## src/common/sdwd_pkg.sv

```systemverilog
// shared constants, field layouts and types for the serial dac word decoder
package sdwd_pkg;

  localparam int NCH    = 8;
  localparam int CODE_W = 10;
  localparam int SUB_W  = 8;
  localparam int WORD_W = 16;
  localparam int CNT_W  = 5;
  localparam int IDX_W  = 3;

  // frame bit counting
  localparam logic [CNT_W-1:0] CNT_ZERO = 5'h00;
  localparam logic [CNT_W-1:0] CNT_ONE  = 5'h01;
  localparam logic [CNT_W-1:0] CNT_FULL = 5'h10;
  localparam logic [CNT_W-1:0] CNT_OVER = 5'h11;

  // system control word bit positions
  localparam int SYS_CODING_BIT = 6;
  localparam int SYS_PD_N_BIT   = 5;
  localparam int SYS_CHANNEL_STANDBY_N_BIT   = 4;
  localparam int SYS_CLR_BIT    = 3;

  // channel control word bit positions
  localparam int CH_REF_HI_BIT = 9;
  localparam int CH_REF_LO_BIT = 8;
  localparam int CH_CHANNEL_STANDBY_N_N_BIT = 4;
  localparam int CH_CLR_BIT    = 3;

  // sub code field position inside the payload
  localparam int SUB_LSB = 2;
  localparam int SUB_MSB = 9;

  // cleared codes and coding flips
  localparam logic [CODE_W-1:0] MAIN_CLR_CODE = 10'h000;
  localparam logic [CODE_W-1:0] MAIN_TOP_FLIP = 10'h200;
  localparam logic [SUB_W-1:0]  SUB_CLR_CODE  = 8'h00;
  localparam logic [SUB_W-1:0]  SUB_TOP_FLIP  = 8'h80;
  localparam logic [SUB_W-1:0]  SUB_NO_FLIP   = 8'h00;

  // control reset values
  localparam logic       CODING_RST = 1'b0;
  localparam logic       PD_N_RST   = 1'b1;
  localparam logic       GLOBAL_STANDBY_RST  = 1'b0;
  localparam logic       GLOBAL_SOFT_CLEAR_RST   = 1'b0;
  localparam logic [1:0] REF_RST    = 2'h0;
  localparam logic       CHANNEL_STANDBY_N_N_RST = 1'b1;
  localparam logic       CLR_RST    = 1'b0;

  // coding select values
  localparam logic CODING_TWOS   = 1'b0;
  localparam logic CODING_OFFSET = 1'b1;

  typedef struct packed {
    logic              main_sub;
    logic              dest_select_lo;
    logic              dest_select_hi;
    logic [IDX_W-1:0]  chan_addr;
    logic [CODE_W-1:0] payload;
  } sdwd_word_t;

  typedef struct packed {
    logic coding_select;
    logic power_down_n;
    logic global_standby;
    logic global_soft_clear;
  } sdwd_sys_ctrl_t;

  typedef struct packed {
    logic [1:0] ref_select;
    logic       channel_standby_n;
    logic       clear;
  } sdwd_chan_ctrl_t;

  typedef enum logic [1:0] {
    DEST_NONE,
    DEST_SYS,
    DEST_CHAN,
    DEST_DATA
  } sdwd_dest_t;

endpackage

```

## src/hw/sdwd_serial_rx.sv

```systemverilog
// serial frame receiver: pin synchronisers, bit shifter and word framing
`timescale 1ns/1ps
module sdwd_serial_rx
  import sdwd_pkg::*;
(
  input  wire logic clk,
  input  wire logic rst_n,
  input  wire logic clk_en,
  input  wire logic frame_sync_n,
  input  wire logic serial_clock_in,
  input  wire logic serial_data_in,
  output logic      word_valid,
  output logic      frame_error,
  output sdwd_word_t word_data
);

  typedef enum logic {
    RX_IDLE,
    RX_SHIFT
  } sdwd_rx_state_t;

  logic [2:0]        sync1_r;
  logic [2:0]        sync2_r;
  logic              sclk_prev_r;
  logic [WORD_W-1:0] shift_r;
  logic [CNT_W-1:0]  cnt_r;
  logic [CNT_W-1:0]  cnt_nxt;
  sdwd_rx_state_t    state_r;
  sdwd_rx_state_t    state_nxt;
  logic              valid_r;
  logic              err_r;
  sdwd_word_t        word_r;

  wire fs_n_s   = sync2_r[0];
  wire sclk_s   = sync2_r[1];
  wire sdata_s  = sync2_r[2];
  wire sclk_fal = sclk_prev_r & ~sclk_s;
  wire frame_up = (state_r == RX_SHIFT) & fs_n_s;
  wire good     = frame_up & (cnt_r == CNT_FULL);
  wire cnt_sat  = (cnt_r == CNT_OVER);

  assign cnt_nxt = cnt_sat ? CNT_OVER : cnt_r + CNT_ONE;

  ////////////////////////////////////////////////////////////////////////////
  always_comb begin
    state_nxt = state_r;
    case (state_r)
      RX_IDLE: begin
        if (!fs_n_s) begin
          state_nxt = RX_SHIFT;
        end
      end
      RX_SHIFT: begin
        if (fs_n_s) begin
          state_nxt = RX_IDLE;
        end
      end
      default: begin
        state_nxt = RX_IDLE;
      end
    endcase
  end

  ////////////////////////////////////////////////////////////////////////////
  always_ff @(posedge clk or negedge rst_n) begin
    if (!rst_n) begin
      sync1_r     <= 3'h7;
      sync2_r     <= 3'h7;
      sclk_prev_r <= 1'b1;
    end else if (clk_en) begin
      sync1_r     <= {serial_data_in, serial_clock_in, frame_sync_n};
      sync2_r     <= sync1_r;
      sclk_prev_r <= sclk_s;
    end
  end

  always_ff @(posedge clk or negedge rst_n) begin
    if (!rst_n) begin
      state_r <= RX_IDLE;
      shift_r <= '0;
      cnt_r   <= CNT_ZERO;
    end else if (clk_en) begin
      state_r <= state_nxt;
      if (fs_n_s) begin
        cnt_r <= CNT_ZERO;
      end else if (sclk_fal) begin
        shift_r <= {shift_r[WORD_W-2:0], sdata_s};
        cnt_r   <= cnt_nxt;
      end
    end
  end

  // word acts only on exactly sixteen edges, else dropped
  always_ff @(posedge clk or negedge rst_n) begin
    if (!rst_n) begin
      valid_r <= 1'b0;
      err_r   <= 1'b0;
      word_r  <= '0;
    end else if (clk_en) begin
      valid_r <= good;
      err_r   <= frame_up & ~good;
      if (good) begin
        word_r <= sdwd_word_t'(shift_r);
      end
    end
  end

  assign word_valid  = valid_r;
  assign frame_error = err_r;
  assign word_data   = word_r;

endmodule

```

## src/hw/sdwd_top.sv

```systemverilog
// serial dac word decoder: command decode, control and double buffered codes
`timescale 1ns/1ps
// What this block does
// capture data on falling clock while sync low
// host shifts words most significant bit first
// bit 13 upper select, bit 14 lower
// 00 system, 01 channel, 1x data
// system write ignores channel address bits
// system word: coding, power, standby, clear bits
// channel write updates only addressed channel
// channel word: address, reference, standby, clear
// bit 15 picks main or sub data
// main write: address and ten bit code
// sub write: bits 9..2, ignore 1..0
// load falling copies all data registers together
// hardware clear resets data and output registers
// cleared main: lowest code or midscale
// zero scale differs by top bit flip
// cleared sub code means zero offset
// soft clears touch main registers only
// quad variant ignores top address bit
// coding 0 twos complement, 1 offset
// power down keeps all register contents
// host pulses load after channel clear change
// act only on exactly sixteen edges
module sdwd_top
  import sdwd_pkg::*;
#(
  parameter logic QUAD = 1'b0
)(
  input  wire logic                        clk,
  input  wire logic                        rst_n,
  input  wire logic                        clk_en,
  input  wire logic                        frame_sync_n,
  input  wire logic                        serial_clock_in,
  input  wire logic                        serial_data_in,
  input  wire logic                        load_outputs_n,
  input  wire logic                        clear_n,
  output logic [NCH-1:0][CODE_W-1:0]       main_code,
  output logic [NCH-1:0][SUB_W-1:0]        sub_offset,
  output logic [NCH-1:0][CODE_W-1:0]       main_pending,
  output logic [NCH-1:0][SUB_W-1:0]        sub_pending,
  output logic                             coding_select,
  output logic                             power_down_n,
  output logic                             global_standby,
  output logic                             global_soft_clear,
  output logic [NCH-1:0]                   channel_standby_n,
  output logic [NCH-1:0][1:0]              ref_select,
  output logic [NCH-1:0]                   channel_clear,
  output logic                             word_taken,
  output logic                             frame_error
);

  ////////////////////////////////////////////////////////////////////////////
  // helpers

  // effective channel index; quad parts drop the top address bit
  function automatic logic [IDX_W-1:0] eff_index(input logic [IDX_W-1:0] a);
    logic [IDX_W-1:0] r;
    r = a;
    if (QUAD) begin
      r[IDX_W-1] = 1'b0;
    end
    return r;
  endfunction

  function automatic logic [NCH-1:0] one_hot(input logic [IDX_W-1:0] idx);
    logic [NCH-1:0] m;
    m = '0;
    m[idx] = 1'b1;
    return m;
  endfunction

  // offset binary sub codes become a signed offset, so zero stays zero
  function automatic logic [SUB_W-1:0] sub_signed(input logic [SUB_W-1:0] c, input logic coding);
    return (coding == CODING_OFFSET) ? (c ^ SUB_TOP_FLIP) : c;
  endfunction

  ////////////////////////////////////////////////////////////////////////////
  // serial receiver

  logic       rx_valid;
  logic       rx_err;
  sdwd_word_t rx_word;

  sdwd_serial_rx u_rx (
    .clk             (clk),
    .rst_n           (rst_n),
    .clk_en          (clk_en),
    .frame_sync_n    (frame_sync_n),
    .serial_clock_in (serial_clock_in),
    .serial_data_in  (serial_data_in),
    .word_valid      (rx_valid),
    .frame_error     (rx_err),
    .word_data       (rx_word)
  );

  ////////////////////////////////////////////////////////////////////////////
  // destination decode

  sdwd_dest_t       dest;
  logic [IDX_W-1:0] chan_idx;
  logic [NCH-1:0]   chan_sel;
  logic             wr_sys;
  logic             wr_chan;
  logic             wr_main;
  logic             wr_sub;
  logic [SUB_W-1:0] sub_field;

  // data words ignore the lower select bit
  always_comb begin
    dest = DEST_NONE;
    if (rx_valid) begin
      case ({rx_word.dest_select_hi, rx_word.dest_select_lo})
        2'h0:    dest = DEST_SYS;
        2'h1:    dest = DEST_CHAN;
        default: dest = DEST_DATA;
      endcase
    end
  end

  assign wr_sys  = (dest == DEST_SYS);
  assign wr_chan = (dest == DEST_CHAN);
  assign wr_main = (dest == DEST_DATA) & ~rx_word.main_sub;
  assign wr_sub  = (dest == DEST_DATA) & rx_word.main_sub;

  // address only matters for channel and data words
  assign chan_idx = eff_index(rx_word.chan_addr);
  assign chan_sel = one_hot(chan_idx);

  // sub codes are kept as a signed offset so that zero is zero offset
  assign sub_field = rx_word.payload[SUB_MSB:SUB_LSB];

  ////////////////////////////////////////////////////////////////////////////
  // load pin synchroniser and falling edge

  logic ld_s1_r;
  logic ld_s2_r;
  logic ld_prev_r;
  logic ld_fall;

  always_ff @(posedge clk or negedge rst_n) begin
    if (!rst_n) begin
      ld_s1_r   <= 1'b1;
      ld_s2_r   <= 1'b1;
      ld_prev_r <= 1'b1;
    end else if (clk_en) begin
      ld_s1_r   <= load_outputs_n;
      ld_s2_r   <= ld_s1_r;
      ld_prev_r <= ld_s2_r;
    end
  end

  // edge only; a load pin held low updates once
  assign ld_fall = ld_prev_r & ~ld_s2_r;

  ////////////////////////////////////////////////////////////////////////////
  // system control register

  sdwd_sys_ctrl_t sys_r;
  sdwd_sys_ctrl_t sys_nxt;

  always_comb begin
    sys_nxt = sys_r;
    if (wr_sys) begin
      sys_nxt.coding_select     = rx_word.payload[SYS_CODING_BIT];
      sys_nxt.power_down_n      = rx_word.payload[SYS_PD_N_BIT];
      sys_nxt.global_standby    = rx_word.payload[SYS_CHANNEL_STANDBY_N_BIT];
      sys_nxt.global_soft_clear = rx_word.payload[SYS_CLR_BIT];
    end
  end

  always_ff @(posedge clk or negedge rst_n) begin
    if (!rst_n) begin
      sys_r <= '{CODING_RST, PD_N_RST, GLOBAL_STANDBY_RST, GLOBAL_SOFT_CLEAR_RST};
    end else if (clk_en) begin
      sys_r <= sys_nxt;
    end
  end

  ////////////////////////////////////////////////////////////////////////////
  // channel control registers

  sdwd_chan_ctrl_t [NCH-1:0] ch_r;
  sdwd_chan_ctrl_t [NCH-1:0] ch_nxt;

  always_comb begin
    ch_nxt = ch_r;
    for (int i = 0; i < NCH; i++) begin
      if (wr_chan && chan_sel[i]) begin
        ch_nxt[i].ref_select        = {rx_word.payload[CH_REF_HI_BIT],
                                       rx_word.payload[CH_REF_LO_BIT]};
        ch_nxt[i].channel_standby_n = rx_word.payload[CH_CHANNEL_STANDBY_N_N_BIT];
        ch_nxt[i].clear             = rx_word.payload[CH_CLR_BIT];
      end
    end
  end

  always_ff @(posedge clk or negedge rst_n) begin
    if (!rst_n) begin
      for (int i = 0; i < NCH; i++) begin
        ch_r[i] <= '{REF_RST, CHANNEL_STANDBY_N_N_RST, CLR_RST};
      end
    end else if (clk_en) begin
      ch_r <= ch_nxt;
    end
  end

  ////////////////////////////////////////////////////////////////////////////
  // double buffered codes

  // clear pin resets code storage at once; its release is retimed onto clk
  logic clr_in_n;
  logic clr_s1_r;
  logic clr_s2_r;
  logic hw_rst_n;

  assign clr_in_n = rst_n & clear_n;

  always_ff @(posedge clk or negedge clr_in_n) begin
    if (!clr_in_n) begin
      clr_s1_r <= 1'b0;
      clr_s2_r <= 1'b0;
    end else if (clk_en) begin
      clr_s1_r <= 1'b1;
      clr_s2_r <= clr_s1_r;
    end
  end

  assign hw_rst_n = clr_s2_r;

  logic [NCH-1:0][CODE_W-1:0] main_data_r;
  logic [NCH-1:0][CODE_W-1:0] main_data_nxt;
  logic [NCH-1:0][CODE_W-1:0] main_dac_r;
  logic [NCH-1:0][CODE_W-1:0] main_dac_nxt;
  logic [NCH-1:0][SUB_W-1:0]  sub_data_r;
  logic [NCH-1:0][SUB_W-1:0]  sub_data_nxt;
  logic [NCH-1:0][SUB_W-1:0]  sub_dac_r;
  logic [NCH-1:0][SUB_W-1:0]  sub_dac_nxt;

  // main code zero is lowest in offset binary and midscale in twos
  // complement, so one cleared value serves both codings
  always_comb begin
    main_data_nxt = main_data_r;
    main_dac_nxt  = main_dac_r;
    for (int i = 0; i < NCH; i++) begin
      if (wr_main && chan_sel[i]) begin
        main_data_nxt[i] = rx_word.payload;
      end
      if (ld_fall) begin
        main_dac_nxt[i] = main_data_r[i];
        // channel clear reapplies on every load until written to 0
        if (ch_r[i].clear) begin
          main_data_nxt[i] = MAIN_CLR_CODE;
          main_dac_nxt[i]  = MAIN_CLR_CODE;
        end
      end
      // soft clear wins over a same-cycle main write
      if (sys_r.global_soft_clear) begin
        main_data_nxt[i] = MAIN_CLR_CODE;
        main_dac_nxt[i]  = MAIN_CLR_CODE;
      end
    end
  end

  always_comb begin
    sub_data_nxt = sub_data_r;
    sub_dac_nxt  = sub_dac_r;
    for (int i = 0; i < NCH; i++) begin
      if (wr_sub && chan_sel[i]) begin
        sub_data_nxt[i] = sub_signed(sub_field, sys_r.coding_select);
      end
      if (ld_fall) begin
        sub_dac_nxt[i] = sub_data_r[i];
      end
    end
  end

  always_ff @(posedge clk or negedge hw_rst_n) begin
    if (!hw_rst_n) begin
      for (int i = 0; i < NCH; i++) begin
        main_data_r[i] <= MAIN_CLR_CODE;
        main_dac_r[i]  <= MAIN_CLR_CODE;
      end
    end else if (clk_en) begin
      main_data_r <= main_data_nxt;
      main_dac_r  <= main_dac_nxt;
    end
  end

  always_ff @(posedge clk or negedge hw_rst_n) begin
    if (!hw_rst_n) begin
      for (int i = 0; i < NCH; i++) begin
        sub_data_r[i] <= SUB_CLR_CODE;
        sub_dac_r[i]  <= SUB_CLR_CODE;
      end
    end else if (clk_en) begin
      sub_data_r <= sub_data_nxt;
      sub_dac_r  <= sub_dac_nxt;
    end
  end

  ////////////////////////////////////////////////////////////////////////////
  // status pulses

  // word_taken rises with the register update it reports
  logic taken_r;
  logic err_r;

  always_ff @(posedge clk or negedge rst_n) begin
    if (!rst_n) begin
      taken_r <= 1'b0;
      err_r   <= 1'b0;
    end else if (clk_en) begin
      taken_r <= rx_valid;
      err_r   <= rx_err;
    end
  end

  ////////////////////////////////////////////////////////////////////////////
  // outputs

  // power down is a pure output level; no storage is touched by it
  assign coding_select     = sys_r.coding_select;
  assign power_down_n      = sys_r.power_down_n;
  assign global_standby    = sys_r.global_standby;
  assign global_soft_clear = sys_r.global_soft_clear;
  assign main_code         = main_dac_r;
  assign sub_offset        = sub_dac_r;
  assign main_pending      = main_data_r;
  assign sub_pending       = sub_data_r;
  assign word_taken        = taken_r;
  assign frame_error       = err_r;

  always_comb begin
    for (int i = 0; i < NCH; i++) begin
      channel_standby_n[i] = ch_r[i].channel_standby_n;
      ref_select[i]        = ch_r[i].ref_select;
      channel_clear[i]     = ch_r[i].clear;
    end
  end

endmodule

```

## config.mk

```make
export PLATFORM = sky130hd
export DESIGN_NAME = sdwd_top
export DESIGN_NICKNAME = d
export VERILOG_FILES = /design/src/common/sdwd_pkg.sv /design/src/hw/sdwd_serial_rx.sv /design/src/hw/sdwd_top.sv
export SDC_FILE = /design/constraint.sdc
export NUM_CORES = 1
export LEC_CHECK = 0
export ABC_AREA = 1
export BUFFER_PORTS_ARGS = -buffer_cell sky130_fd_sc_hd__buf_2
export CAP_MARGIN = 20
export CELL_PAD_IN_SITES_DETAIL_PLACEMENT = 0
export CELL_PAD_IN_SITES_GLOBAL_PLACEMENT = 1
export CORE_UTILIZATION = 43
export CTS_BUF_LIST = sky130_fd_sc_hd__clkbuf_8
export CTS_CLUSTER_SIZE = 14
export DETAILED_ROUTE_END_ITERATION = 8
export HOLD_SLACK_MARGIN = 0.06
export PLACE_DENSITY = 0.92
export SYNTH_ARGS = -nofsm -noshare
export SYNTH_HDL_FRONTEND = slang
export SYNTH_SLANG_ARGS = --single-unit
export TNS_END_PERCENT = 5
```

## constraint.sdc

```tcl
create_clock -name clk -period 12.17 [get_ports clk]
set_input_delay 3.0425 -clock clk [delete_from_list [all_inputs] [get_ports clk]]
set_output_delay 3.0425 -clock clk [all_outputs]
set_load 0.005 [all_outputs]
```

==> results of run 1 <==
## Yosys cell counts, types with 9 or more instances
cell	count	share of area, %
inv_1	57	1.4
clkbuf_1	19	0.48
nand2_1	553	14
buf_2	27	0.91
nand3_1	178	6.0
o21ai_2	11	0.65
mux2_2	48	3.6
nor2_2	9	0.38
o21ai_0	105	3.5
dfrtp_1	359	60
dfstp_2	19	3.4
o21ai_1	34	1.1
nor2_1	27	0.68
## worst max-delay path by stage
stage / from / to / slack (ps) / cells after the start
finish: clk_en / main_code[57]$_DFFE_PN0P_ / 7210 / 6
global route: clk_en / main_code[57]$_DFFE_PN0P_ / 7040 / 6
CTS: clk_en / sub_offset[17]$_DFFE_PN0P_ / 7200 / 4
detailed placement: clk_en / sub_offset[51]$_DFFE_PN0P_ / 6530 / 4
global placement: clk_en / main_code[57]$_DFFE_PN0P_ / 6590 / 6
floorplan: clr_s2_r$_DFFE_PN0P_ / main_code[0]$_DFFE_PN0P_ / 3470 / 0
## report_power, final
part           internal, W  total, W  switching, W
clock network     0.000623   0.00113      0.000509
registers          0.00131   0.00134     0.0000327
logic            0.0000570  0.000159      0.000102
## cells by family (layout without fill, tap and decap cells)
group	Yosys count	count (layout)	share of synthesized area, %
xor+xnor	4	4	0.236
simple gates	792	792	22.4
mux	48	48	3.64
compound gates	156	156	5.53
buf+inv	129	515	4.08
fa+ha+maj	3	3	0.253
flops	378	378	63.8
## flip-flops by register name (all words and copies together) (netlist names), 8 cells and up
signal	flops
u_rx.shift_r	16
channel_clear	8
main_code	80
sub_offset	64
u_rx.word_data	16
sub_pending	64
ref_select	16
channel_standby_n	8
main_pending	80
## critical path: stages
cell and delay (ps):
buf_2 470, nand3_4 730, nand2_2 210, buf_4 630, nand3_1 210, nand2_1 110
## cell type report
class	count	area [sq um]
Tap cell	448	561
Timing Repair Buffer	342	1760
Multi-Input combinational cell	1003	4780
Fill cell	3019	15700
Clock inverter	29	173
Sequential cell	378	9490
Clock buffer	82	1130
Inverter	62	238
## through the flow
stage          util [%]  hold WS [ps]  worst slack [ps]  power (W)  cell area, sq um
6_report           53.6           127              7210    0.00263             18100
3_5_place_dp       49.7           452              6530    0.00152             16800
4_1_cts            53.5           461              7200    0.00265             18100
5_1_grt            53.6           145              7040    0.00274             18100
2_1_floorplan         -           437              3470    0.00145             14900
3_3_place_gp       49.7           453              6590    0.00151             16800
## metal layers
metal	up-vias	track usage (%)	routed length, um
met2	458	39.7	20400
li1	5575	-	-
met1	5780	30.8	17100
met4	0	7.97	1170
met3	79	4.14	2680
met5	-	0	0
==> metrics, run 1 <==
die width=188 um; R2R depth=4; worst ir drop on vdd=0.000113 V; Power Density=145 nW/um^2; Seq/Total Area, Yosys=63.8%; initial antenna violation count=0; RD Place Congestion=0.856; ANT nets after route=0; status=completed; CTS tree=yes; Final Slew Violations=0; fraction of registers with async set/reset=100%; clock-pin slew on the worst setup and hold paths=70 ps; mapped cell area=approximately 15000 sq um; gr usage total=23.6%; Max clock buf depth=3; vias after detailed routing=11900; Die Y=188 um; Data required, critical path=12710 ps; WL/cell=approximately 18 um; dpl hpwl=around 28 mm; area of the die=35300 sq um; GRT overflow=0; CTS buffer count=59; ys flop type=dfrtp_1; core area=approximately 34000 sq um; Max-Cap Viols=0; Inst Count DP=about 2200; RSZ-0062 raised after global routing=false; Worst Tran Pin Value=about 1000 ps; post-cts resize count=0; Crit Path Category=in -> reg; synth warn=0; critical path peak fanout=80; final hold vios=0; share of layout cells above drive strength 1=28.6%; first-pass GRT wire length=65.3 mm; DRC viols=0; #FFs+latches synth=378; hold crit path type=reg -> async; vias per cell=5.07; min Tclk post-route=4960 ps; Mapped Nets=roughly 1500; most common cell after layout, fill and taps aside=nand2_1; Post-Synthesis Cells=roughly 1500; Post-CTS Hold Buffers=0; syn avg cell area=around 9.8 sq um; worst r2r dst=sub_offset[49]$_DFFE_PN0P_; Root Driver=clkbuf_8; Post-Route WL=41.4 mm; critical path arrival=approximately 5500 ps; Fin Setup TNS=0 ps; Pre-antenna DRT Iters=7; port bufs=~330; Post-synth EDFFs=0; Initial Utilization=44.0%; Max transition margin=31.5%; vias in the first global route=approximately 12000; period utilisation layout=between 40% and 50%; largest net degree at the start of global routing=93; FF-to-FF Start=ld_s2_r$_DFFE_PN1P_; Boundary Pins=334; htree depth=2; Fmax=202 MHz; startpoint types=input pin; worst-skew pair later-pin latency=620 ps; library cells used by synthesis=31; most frequent cells in the layout=553 x nand2_1, 358 x dfrtp_1, 332 x buf_2; ANT cells=0; Setup Skew=33.0 ps; Area Overhead vs Synth=22.0%; 1st-iter DRT viols=around 880; # rows=67; nets=around 1900; FF-to-FF setup slack=between 9000 and 10000 ps; leakage=10.4 nW; CP Capture Type=flop; final setup fails=0; CTS Sinks=roughly 380; postcts setup bufs=0; Non-Filler Instances=2344
(Power assumes the default switching activity.)
==> run 2: changes to the inputs <==
==> constraint.sdc (replaced) <==
create_clock -name clk -period 5.1 [get_ports clk]
set_input_delay 1.275 -clock clk [delete_from_list [all_inputs] [get_ports clk]]
set_output_delay 1.275 -clock clk [all_outputs]
set_load 0.005 [all_outputs]
==> metrics, run 2 (same netlist as run 1, synthesis figures left out) <==
Crit Path Category=reg -> out; gr usage total=between 20% and 30%; most frequent cells in the layout=553 x nand2_1, 358 x dfrtp_1, 332 x buf_2; Inst Count DP=2232; period utilisation layout=58.7%; CTS buffer count=60; CTS tree=yes; startpoint types=flop; core area=33800 sq um; clock-pin slew on the worst setup and hold paths=60 ps; critical path peak fanout=12; postcts setup bufs=0; vias in the first global route=11500; R2R depth=5; RSZ-0062 raised after global routing=false; Int Pwr=between 0.004 and 0.005 W; Power Density=between 300 and 400 nW/um^2; delay-heaviest family, CP=flip-flops; fin area=18100 sq um; initial antenna violation count=0; Comb pwr share=6.0%; port bufs=333; switch share=roughly 24%; Initial Utilization=44.0%; dpl hpwl=~28 mm; Boundary Pins=334; most common cell after layout, fill and taps aside=nand2_1; Psw=roughly 0.0015 W; CTS Sinks=378; Area Overhead vs Synth=21.8%; min Tclk post-route=between 2000 and 3000 ps; Root Driver=clkbuf_8; Worst path depth=1; Data required, critical path=about 3800 ps; Final Slew Violations=0; post-route setup slack=2110 ps; CP Capture Type=primary output; GRT overflow=0; Setup Skew=65.1 ps; Die Y=188 um; nets=1857; Post-CTS Hold Buffers=0; Critical-path top delay cell=dfrtp_1; worst-skew pair later-pin latency=around 650 ps; Setup WS pre-CTS=approximately 1700 ps; status=completed; RD Place Congestion=0.847; DRC viols=0; share of layout cells above drive strength 1=28.3%; final hold vios=0; Worst Tran Pin Value=977 ps; ANT cells=0; critical path arrival=1720 ps; vias per cell=5.09; largest net degree at the start of global routing=161; Max clock buf depth=3; Pre-antenna DRT Iters=6; FF-to-FF Start=global_soft_clear$_DFFE_PN0P_; Fin Setup TNS=0 ps; Fmax=334 MHz; Max transition margin=34.6%; Flop pwr share=51.0%; slowest stage delay, CP=between 800 and 900 ps; crit-path cells=buf_2; vias after detailed routing=11900; Post-Route WL=41.5 mm; Non-Filler Instances=2341; Max-Cap Viols=0; hold crit path type=reg -> async; WL/cell=17.7 um; htree depth=2; Buffers & Inverters on Critical Path=1; worst ir drop on vdd=0.000216 V; area of the die=about 35000 sq um; 1st-iter DRT viols=862; post-cts resize count=0; # rows=67; post-place instance area=roughly 17000 sq um; CP startpoint=global_soft_clear$_DFFE_PN0P_; final setup fails=0; Clock power frac=43.0%; ANT nets after route=0; first-pass GRT wire length=65.0 mm; leakage=10.4 nW; hold slack final=299 ps; die width=between 150 and 200 um
-- run 2: area by class of cell --
cell class                      count  area, sq um
Sequential cell                   378         9490
Timing Repair Buffer              341         1750
Inverter                           62          238
Tap cell                          448          561
Multi-Input combinational cell   1003         4780
Clock inverter                     36          280
Fill cell                        3045        15700
Clock buffer                       73         1000
-- run 2: final timing paths --
path                                                 to  slack (ps)
setup / recovery                      global_soft_clear        2110
hold / removal             main_pending[31]$_DFFE_PN0P_         300
setup reg to reg              main_code[22]$_DFFE_PN0P_        2670
hold reg to reg            main_pending[31]$_DFFE_PN0P_         300
max in group asynchronous      power_down_n$_DFFE_PN1P_        3480
min in group clk                    ld_s1_r$_DFFE_PN1P_         460
-- run 2: power groups by stage --
stage	combinational (W)	clock, W	sequential (W)
6_report	0.000376	0.00270	0.00320
5_1_grt	0.000428	0.00290	0.00321
4_1_cts	0.000384	0.00276	0.00320
3_5_place_dp	0.000384	0	0.00325
3_3_place_gp	0.000370	0	0.00325
2_1_floorplan	0.000176	0	0.00328
-- run 2: metal layers --
layer | global-route usage (%) | wire [um]
met5 | 0 | 0
met4 | 10.4 | 1740
met3 | 4.27 | 2550
met2 | 38.2 | 19700
met1 | 31.1 | 17600
-- run 2: through the flow --
step           total power [W]  utilization, %
3_5_place_dp           0.00364            49.8
3_3_place_gp           0.00362            49.8
5_1_grt                0.00655            53.6
4_1_cts                0.00635            53.6
2_1_floorplan          0.00346               -
6_report               0.00628            53.6
